### config.mk
export PLATFORM = sky130hd
export DESIGN_NAME = ptc_trigger_ctrl
export DESIGN_NICKNAME = d
export VERILOG_FILES = /design/src/ptc_trigger_ctrl.v /design/src/ptc_fire_unit.v
export VERILOG_INCLUDE_DIRS = /design/src
export SDC_FILE = /design/constraint.sdc
export NUM_CORES = 1
export LEC_CHECK = 0
export BUFFER_PORTS_ARGS = -buffer_cell sky130_fd_sc_hd__buf_2
export CAP_MARGIN = 30
export CORE_ASPECT_RATIO = 1.25
export CORE_MARGIN = 2
export CORE_UTILIZATION = 35
export CTS_CLUSTER_SIZE = 16
export DETAILED_ROUTE_END_ITERATION = 8
export PLACE_DENSITY_LB_ADDON = 0.15
export SLEW_MARGIN = 30
export SYNTH_ARGS = -nofsm -noshare
export SYNTH_HDL_FRONTEND = slang
export SYNTH_HIERARCHICAL = 1
export SYNTH_SLANG_ARGS = --single-unit
### constraint.sdc
create_clock -name sys_clk_i -period 2 [get_ports sys_clk_i]
set_clock_uncertainty 0.1 [all_clocks]
set_input_delay 0 -clock sys_clk_i [delete_from_list [all_inputs] [get_ports sys_clk_i]]
set_output_delay 0 -clock sys_clk_i [all_outputs]
set_load 0.01 [all_outputs]
### src/ptc_consts.vh
// constants for the trigger output control slice
`ifndef PTC_CONSTS_VH
`define PTC_CONSTS_VH

// register byte addresses
`define PTC_ADDR_W 16
`define PTC_UNIT_INDEX_ADDR 16'h0500
`define PTC_UNIT_CMD_ADDR 16'h0504
`define PTC_NOTIFY_STAT_ADDR 16'h0508
`define PTC_IRQ_ENABLE_ADDR 16'h050C
`define PTC_CONTROL_ONE_ADDR 16'h0538

// control one field positions
`define PTC_CHAIN_ON_BIT 31
`define PTC_TAIL_BIT 30
`define PTC_UPSEL_HI 27
`define PTC_UPSEL_LO 26
`define PTC_NOW_BIT 25
`define PTC_NOTIFY_BIT 24
`define PTC_EDGE_BIT 23

// unit command register field positions
`define PTC_CMD_ACTIVE_BIT 4
`define PTC_CMD_ENABLE_BIT 3
`define PTC_CMD_SOFT_CLEAR_BIT 2

// notify status layout: done flags low nibble, fault flags next nibble
`define PTC_DONE_LO 0
`define PTC_FAULT_LO 4

// reset values
`define PTC_CTL_RESET 7'h00
`define PTC_INDEX_RESET 2'h0

// unit states
`define PTC_ST_IDLE 1'b0
`define PTC_ST_WAIT 1'b1

`endif

### src/ptc_trigger_ctrl.v
// trigger output control slice: registers, cascade chaining, notification
// Functional notes
// - chain-mode bit joins unit into cascade chain
// - tail bit marks last unit of chain
// - two-bit selector picks upstream done unit
// - trigger-now fires at once if target past
// - target not past: wait until target time reached
// - notify on: report flags, raise enabled interrupt
// - notify off: suppress done and fault flags
// - edge bit selects falling or rising launch
// - control register addressed by global unit index
// - enable self-clears on fire; enable head only
// - soft clear returns unit to defaults, idle
//
// Added by the designer: the strobed register port.
`timescale 1ns/100ps
`include "ptc_consts.vh"

module ptc_trigger_ctrl #(
    parameter UNITS = 4
) (
    input wire sys_clk_i,
    input wire reset_n_i,
    input wire [15:0] reg_addr_i,
    input wire [31:0] reg_wdata_i,
    input wire reg_write_i,
    input wire reg_read_i,
    output reg [31:0] reg_rdata_o,
    input wire [3:0] time_due_i,
    input wire [3:0] time_past_i,
    output wire [3:0] trig_o,
    output wire irq_o
);

    reg [1:0] unit_index;
    reg [3:0] done_flag;
    reg [3:0] fault_flag;
    reg [7:0] irq_enable;
    wire [6:0] ctl_w [0:3];
    wire [3:0] enable_w;
    wire [3:0] fire_w;
    wire [3:0] fault_w;
    wire [3:0] busy_w;
    wire [3:0] chain_w;
    wire [3:0] tail_w;
    wire [3:0] notify_w;
    reg [31:0] next_rdata;
    wire wr_ctl = reg_write_i && (reg_addr_i == `PTC_CONTROL_ONE_ADDR);
    wire wr_cmd = reg_write_i && (reg_addr_i == `PTC_UNIT_CMD_ADDR);
    wire wr_stat = reg_write_i && (reg_addr_i == `PTC_NOTIFY_STAT_ADDR);
    wire wr_idx = reg_write_i && (reg_addr_i == `PTC_UNIT_INDEX_ADDR);
    wire wr_irq = reg_write_i && (reg_addr_i == `PTC_IRQ_ENABLE_ADDR);
    wire cmd_clear = reg_wdata_i[`PTC_CMD_SOFT_CLEAR_BIT];
    wire cmd_enable = reg_wdata_i[`PTC_CMD_ENABLE_BIT];

    // ****************************************
    // global index and interrupt enable
    // ****************************************
    always @(posedge sys_clk_i or negedge reset_n_i) begin
        if (!reset_n_i) begin
            unit_index <= `PTC_INDEX_RESET;
            irq_enable <= 8'h00;
        end else begin
            if (wr_idx) begin
                unit_index <= reg_wdata_i[1:0];
            end
            if (wr_irq) begin
                irq_enable <= reg_wdata_i[7:0];
            end
        end
    end

    // ****************************************
    // per-unit control and cascade
    // ****************************************
    genvar g;
    generate
        for (g = 0; g < UNITS; g = g + 1) begin : g_unit
            reg [6:0] ctl;
            reg en;
            wire sel_me = ({30'h0, unit_index} == g);
            wire clr = wr_cmd && sel_me && cmd_clear;
            wire arm = wr_cmd && sel_me && cmd_enable && !clr;
            wire chain_on = chain_w[g];
            wire [1:0] up_sel = ctl[4:3];
            wire now_on = ctl[2];
            wire edge_on = ctl[0];
            // selecting itself means no upstream
            wire self_up = ({30'h0, up_sel} == g);
            // a tail's done does not feed back, so a chain with a tail stops
            wire up_done = chain_on && !self_up && fire_w[up_sel] && !tail_w[up_sel];
            // only an idle, unarmed unit takes a software start
            wire arm_start = arm && !en && !busy_w[g];
            wire start = arm_start || up_done;

            always @(posedge sys_clk_i or negedge reset_n_i) begin
                if (!reset_n_i) begin
                    ctl <= `PTC_CTL_RESET;
                    en <= 1'b0;
                end else begin
                    if (clr) begin
                        ctl <= `PTC_CTL_RESET;
                        en <= 1'b0;
                    end else begin
                        if (wr_ctl && sel_me) begin
                            // bits 29:28 never stored
                            ctl <= {reg_wdata_i[`PTC_CHAIN_ON_BIT],
                                    reg_wdata_i[`PTC_TAIL_BIT],
                                    reg_wdata_i[`PTC_UPSEL_HI:`PTC_UPSEL_LO],
                                    reg_wdata_i[`PTC_NOW_BIT],
                                    reg_wdata_i[`PTC_NOTIFY_BIT],
                                    reg_wdata_i[`PTC_EDGE_BIT]};
                        end
                        if (fire_w[g] || fault_w[g]) begin
                            en <= 1'b0;
                        end else if (arm) begin
                            en <= 1'b1;
                        end
                    end
                end
            end

            assign ctl_w[g] = ctl;
            assign enable_w[g] = en;
            assign chain_w[g] = ctl[6];
            assign tail_w[g] = ctl[5];
            assign notify_w[g] = ctl[1];

            ptc_fire_unit u_fire (
                .sys_clk_i(sys_clk_i),
                .reset_n_i(reset_n_i),
                .start_i(start),
                .soft_clear_i(clr),
                .now_i(now_on),
                .edge_i(edge_on),
                .due_i(time_due_i[g]),
                .past_i(time_past_i[g]),
                .fire_o(fire_w[g]),
                .fault_o(fault_w[g]),
                .busy_o(busy_w[g]),
                .trig_o(trig_o[g])
            );
        end
    endgenerate

    // ****************************************
    // notification flags
    // ****************************************
    // set wins over a same-cycle write-one clear
    wire [3:0] done_clr = wr_stat ? reg_wdata_i[`PTC_DONE_LO+3:`PTC_DONE_LO] : 4'h0;
    wire [3:0] fault_clr = wr_stat ? reg_wdata_i[`PTC_FAULT_LO+3:`PTC_FAULT_LO] : 4'h0;
    wire [3:0] done_set = fire_w & notify_w;
    wire [3:0] fault_set = fault_w & notify_w;

    always @(posedge sys_clk_i or negedge reset_n_i) begin
        if (!reset_n_i) begin
            done_flag <= 4'h0;
            fault_flag <= 4'h0;
        end else begin
            done_flag <= (done_flag & ~done_clr) | done_set;
            fault_flag <= (fault_flag & ~fault_clr) | fault_set;
        end
    end

    // ****************************************
    // interrupt
    // ****************************************
    // level output, drops as soon as software clears the flag
    assign irq_o = |({fault_flag, done_flag} & irq_enable);

    // ****************************************
    // selected unit view
    // ****************************************
    wire [6:0] sel_ctl = ctl_w[unit_index];
    wire sel_busy = busy_w[unit_index];
    wire sel_en = enable_w[unit_index];
    // bits 29:28 are never stored, so they read zero
    wire [31:0] ctl_word = {sel_ctl[6:5], 2'h0, sel_ctl[4:0], 23'h0};
    wire [31:0] cmd_word = {27'h0, sel_busy, sel_en, 3'h0};
    wire [31:0] stat_word = {24'h0, fault_flag, done_flag};
    wire [31:0] idx_word = {30'h0, unit_index};
    wire [31:0] irq_word = {24'h0, irq_enable};

    // ****************************************
    // read back
    // ****************************************
    // unmapped addresses and idle cycles read zero
    always @* begin
        next_rdata = 32'h00000000;
        if (reg_read_i) begin
            case (reg_addr_i)
                `PTC_UNIT_INDEX_ADDR: begin
                    next_rdata = idx_word;
                end
                `PTC_UNIT_CMD_ADDR: begin
                    next_rdata = cmd_word;
                end
                `PTC_NOTIFY_STAT_ADDR: begin
                    next_rdata = stat_word;
                end
                `PTC_IRQ_ENABLE_ADDR: begin
                    next_rdata = irq_word;
                end
                `PTC_CONTROL_ONE_ADDR: begin
                    next_rdata = ctl_word;
                end
                default: begin
                    next_rdata = 32'h00000000;
                end
            endcase
        end
    end

    always @(posedge sys_clk_i or negedge reset_n_i) begin
        if (!reset_n_i) begin
            reg_rdata_o <= 32'h00000000;
        end else begin
            reg_rdata_o <= next_rdata;
        end
    end

endmodule // ptc_trigger_ctrl

### src/ptc_fire_unit.v
// one trigger output unit: arm, wait for target time, fire
`timescale 1ns/100ps
`include "ptc_consts.vh"

module ptc_fire_unit (
    input wire sys_clk_i,
    input wire reset_n_i,
    input wire start_i,
    input wire soft_clear_i,
    input wire now_i,
    input wire edge_i,
    input wire due_i,
    input wire past_i,
    output wire fire_o,
    output wire fault_o,
    output wire busy_o,
    output wire trig_o
);

    reg state;
    reg next_state;
    reg fire_q;
    reg fault_q;
    reg next_fire;
    reg next_fault;
    reg neg_q;

    localparam ST_IDLE = 1'b0;
    localparam ST_WAIT = 1'b1;

    // ****************************************
    // sequencing
    // ****************************************
    always @* begin
        next_state = state;
        next_fire = 1'b0;
        next_fault = 1'b0;
        case (state)
            ST_IDLE: begin
                if (start_i) begin
                    if (past_i && now_i) begin
                        next_fire = 1'b1;
                    end else if (past_i) begin
                        // a missed target is a fault, not a late pulse
                        next_fault = 1'b1;
                    end else begin
                        next_state = ST_WAIT;
                    end
                end
            end
            ST_WAIT: begin
                if (due_i) begin
                    next_fire = 1'b1;
                    next_state = ST_IDLE;
                end
            end
            default: begin
                next_state = ST_IDLE;
            end
        endcase
        if (soft_clear_i) begin
            next_state = ST_IDLE;
            next_fire = 1'b0;
            next_fault = 1'b0;
        end
    end

    always @(posedge sys_clk_i or negedge reset_n_i) begin
        if (!reset_n_i) begin
            state <= ST_IDLE;
            fire_q <= 1'b0;
            fault_q <= 1'b0;
        end else begin
            state <= next_state;
            fire_q <= next_fire;
            fault_q <= next_fault;
        end
    end

    // ****************************************
    // output launch edge
    // ****************************************
    // half-cycle late copy for falling-edge launch
    always @(negedge sys_clk_i or negedge reset_n_i) begin
        if (!reset_n_i) begin
            neg_q <= 1'b0;
        end else begin
            neg_q <= fire_q;
        end
    end

    assign trig_o = edge_i ? neg_q : fire_q;
    assign fire_o = fire_q;
    assign fault_o = fault_q;
    assign busy_o = (state == ST_WAIT);

endmodule // ptc_fire_unit

## Yosys cells after proc, flatten, opt, wreduce, memory -nomap -nowiden

Cells that the tools add are included.
W data, S select, Z words.

| cells by class | value |
|---|---|
| add/subtract/negate cells | 0 |
| multiply operators | 0 |
| divide/modulo/power cells | 0 |
| magnitude comparators | 6 |
| eq/ne operators | 11 |
| shift-type cells | 0 |
| multiplexer cells | 115 |
| bitwise logic cells | 14 |
| reductions and logical operators | 88 |

Operators with widths:

| kind | number |
|---|---|
| $pmux W32 S5 | 1 |
| $mux W1 | 82 |
| $eq A16 B11 Y1 const B | 5 |
| $mux W7 | 10 |
| $logic_and A1 B1 Y1 | 49 |
| $mux W32 | 1 |
| $bmux W1 S2 | 10 |
| $logic_not A1 Y1 | 20 |
| $and A4 B4 Y4 | 4 |
| $pmux W1 S2 | 8 |
| $lt A2 B3 Y1 const B | 5 |
| $bmux W7 S2 | 1 |
| $reduce_bool A3 Y1 | 4 |
| $and A8 B8 Y8 | 1 |
| $eq A2 B2 Y1 const B | 4 |
| $logic_or A1 B1 Y1 | 8 |
| $mux W4 | 2 |
| $not A4 Y4 | 2 |
| $or A4 B4 Y4 | 2 |
| $reduce_bool A2 Y1 | 4 |
| $reduce_or A8 Y1 | 1 |
| $eq A2 B1 Y1 const B | 2 |
| $logic_not A2 Y1 | 2 |
| $not A1 Y1 | 4 |
| 2 further kinds | 2 |

| word-level totals | value |
|---|---|
| bits in registers | 98 |
| latch bits | 0 |
| RAM bits | 0 |
| ROM bits | 0 |
| input bits | 60 |
| output and inout bits | 37 |
| memories | 0 |

## Longest topological paths before layout

| depth | value |
|---|---|
| word-level depth | 12 |
| gate-level depth with buffers | 7 |

## By module

Netlist, hierarchy kept.

By module, submodules not included:

| module | times used | cells each | area an instance (um2) | sequential area each (um2) |
|---|---|---|---|---|
| ptc_trigger_ctrl | 1 | 327 | 3399.5 | 1626.6 |
| ptc_fire_unit | 4 | 13 | 160.2 | 100.1 |

==> qor.yml <==
netSwitchingPower_uw: 773
required_ps: 1900
leakage_nw: 2.50
track_usage_pct: 20.7
cts_tree: "done"
drv_cap: 0
hold_path.class: "primary input to register"
syn-instance-count: 379
numClockSinks: 81
power_frac_clock_pct: 48.2
clk_path_buf_depth: 2
antenna_found_initial: 0
fin_ws_ps: -150
critPathSlowestCell: "dfrtn_1"
final-setup-viol-count: 4
rr_startpoint: "g_unit[0].ctl[5]"
power.internal_mw: 2.82
synth_ff_type: "dfrtp_1"
worstSetupStartpoint: "g_unit[1].u_fire/neg_q"
initial_core_util_pct: 36.1
cp_max_fo: 1
max_slew.worst_pin.slew_ps: 613
synth_cell_type_count: 45
diodes: 0
drc: 0
postSynthAreaPerCell_um2: 10.7
crit_buf_inv: 1
drt_pass1_iterations: 4
cts_inserted_buffers: 9
coreArea_mm2: 0.0112
crit_path_end: "trig_o[1]"
globalplace.congestion: 0.893
power_frac_seq_pct: 45.6
wl_per_cell_um: 18.8
drt_iter0_drc: 208
status: "finished, violations left"
critPathKind: "register to output port"
finalHoldViolations: 0
pre_cts_ws_ps: -235
power_mw: 3.60
final_common_cell: "dfrtp_1"
num_io_pins: 97
synth_area_mm2: 0.00404
grt_pass1_vias: 3576
arrival_ps: 2050
clk_pin_slew_worst_paths_ps: 60
yosys_register_bits: 81
cp_cell_sequence: "mux2_4 -> buf_6"
synth_edf_count: 0
ir_drop_mv: 0.426
endpoint_kind: "output port"
portBuffers: 62
ys_warn_count: 6
grt_overflow: 0
critPathMaxStageDelay_ps: 330
nets: 571
rrSetupSlack_ps: 20
pwr-share-comb_pct: 6.2
die_height_um: 124
slew_viol_final: 0
die_x_um: 100
cp_top_family: "flip-flops"
path_depth: 2
layout_common_cells: "dfrtp_1, o21ai_0, buf_2"
via_per_inst: 5.45
reg2reg_depth: 8
routed_wl_um: 12300
vias: 3550
fin_cells: 651
violations: "setup timing"
num_rows: 43
r2r-end: "g_unit[1].u_fire/busy_o"
dp_cells: 602
power_density_mw_per_mm2: 659
hpwl_um: 8990
grt_max_degree: 48
ant_nets: 0
netSwitchingFraction_pct: 21.5
layout-drive-gt1-share_pct: 34.9
htreeDepth: 3
area_delta_synth_final_pct: 35.0
grt_pass1_wl_um: 19100
rsz0062_at_grt: "true"
root_buffer: "clkbuf_16"
async_flop_share_pct: 100
ys_seq_area_share_pct: 50.2
cp-start-kind: "register"
dieArea_mm2: 0.0124
clock_latency_ps: 340
setup_tns_ps: -583
slew_headroom_pct: 59.2
==> cells by family (layout without fill, tap and decap cells) <==
| logic type | after synthesis | in the layout | synth area share [%] |
|---|---|---|---|
| other | 1 | 17 | 0.0928 |
| muxes | 29 | 29 | 10.6 |
| and+or+nand+nor | 138 | 138 | 21.4 |
| DFF | 81 | 81 | 50.2 |
| buffers and inverters | 31 | 152 | 4.52 |
| AOI/OAI and AO/OA | 99 | 99 | 13.3 |
==> worst register-to-register path: cells and delay by family (launching register included) <==
kind,cells,cell delay [ps]
buffers and inverters,2,300
flip-flops,1,390
AND/OR/NAND/NOR,2,750
AO/OA/AOI/OAI,4,370
==> worst min-delay path by stage <==
| stage | from | slack, ps | to | cells after the start |
|---|---|---|---|---|
| 3_5_place_dp | reset_n_i | -240 | reg_rdata_o[26] | 1 |
| 6_report | reg_addr_i[3] | 50 | reg_rdata_o[0] | 4 |
| 3_3_place_gp | reset_n_i | -240 | reg_rdata_o[26] | 1 |
| 2_1_floorplan | reset_n_i | -400 | done_flag[0] | 0 |
| 5_1_grt | reg_addr_i[3] | 80 | reg_rdata_o[0] | 4 |
| 4_1_cts | reg_addr_i[3] | 40 | reg_rdata_o[0] | 4 |
==> per-stage QoR <==
stage	util, %	hold WS (ps)	area, um^2
2_1_floorplan	-	-396	4100
6_report	48.7	54.1	5450
3_3_place_gp	42.0	-244	4700
3_5_place_dp	42.0	-241	4700
5_1_grt	48.7	84.4	5450
4_1_cts	47.9	35.6	5360
==> cell usage after synthesis, types with 5 or more instances <==
cell type,number,share of area (%)
dfrtp_1,77,48
o21ai_0,71,8.8
nand2_1,48,4.5
buf_4,17,3.2
nor2_1,13,1.2
a21oi_1,12,1.5
mux2_2,12,3.3
mux4_2,9,5.0
nor4_1,9,1.4
and3_1,8,1.2
clkbuf_1,8,0.74
nand4_1,7,1.1
mux2i_1,6,1.5
a31oi_1,5,0.77
nand3b_1,5,0.93
==> power by group through the flow <==
stage | sequential, mW | clock (mW) | combinational (mW)
floorplan | 1.67 | 0 | 0.0853
finish | 1.64 | 1.73 | 0.223
detailed placement | 1.67 | 0 | 0.185
CTS | 1.64 | 1.77 | 0.225
global route | 1.64 | 1.84 | 0.248
global placement | 1.67 | 0 | 0.185
==> layout make-up <==
cell class | count | area (um^2)
Timing Repair Buffer | 135 | 948
Fill cell | 1074 | 5740
Inverter | 1 | 3.75
Tap cell | 135 | 169
Clock inverter | 6 | 82.6
Sequential cell | 81 | 2030
Multi-Input combinational cell | 283 | 1990
Clock buffer | 10 | 229
==> per-layer routing <==
| metal | vias to the layer above | part of all wire (%) | global-route usage (%) |
|---|---|---|---|
| met1 | 1769 | 39 | 23.7 |
| met3 | 24 | 4.7 | 2.36 |
| met2 | 118 | 53 | 37.1 |
| li1 | 1639 | - | - |
| met5 | - | 0 | 0 |
| met4 | 0 | 3.2 | 12.6 |
==> timing repair <==
action | 4_1_cts | 5_1_grt
pin swaps | 4 | 9
resized for setup | 17 | 19
setup buffers | 4 | 4
hold buffers | 25 | 0
setup endpoints to repair | 7 | 11
endpoints found under the hold margin | 134 | 0
==> sequential cells by signal, summed over array words and instances, names as in the netlist, 4 cells and up <==
name / count
done_flag: 4
fault_flag: 4
g_unit.ctl: 28
g_unit.en: 4
g_unit.u_fire/busy_o: 4
g_unit.u_fire/fault_o: 4
g_unit.u_fire/fire_o: 4
g_unit.u_fire/neg_q: 4
irq_enable: 8
reg_rdata_o: 15
Note: power is estimated with default switching activity, not from simulation.
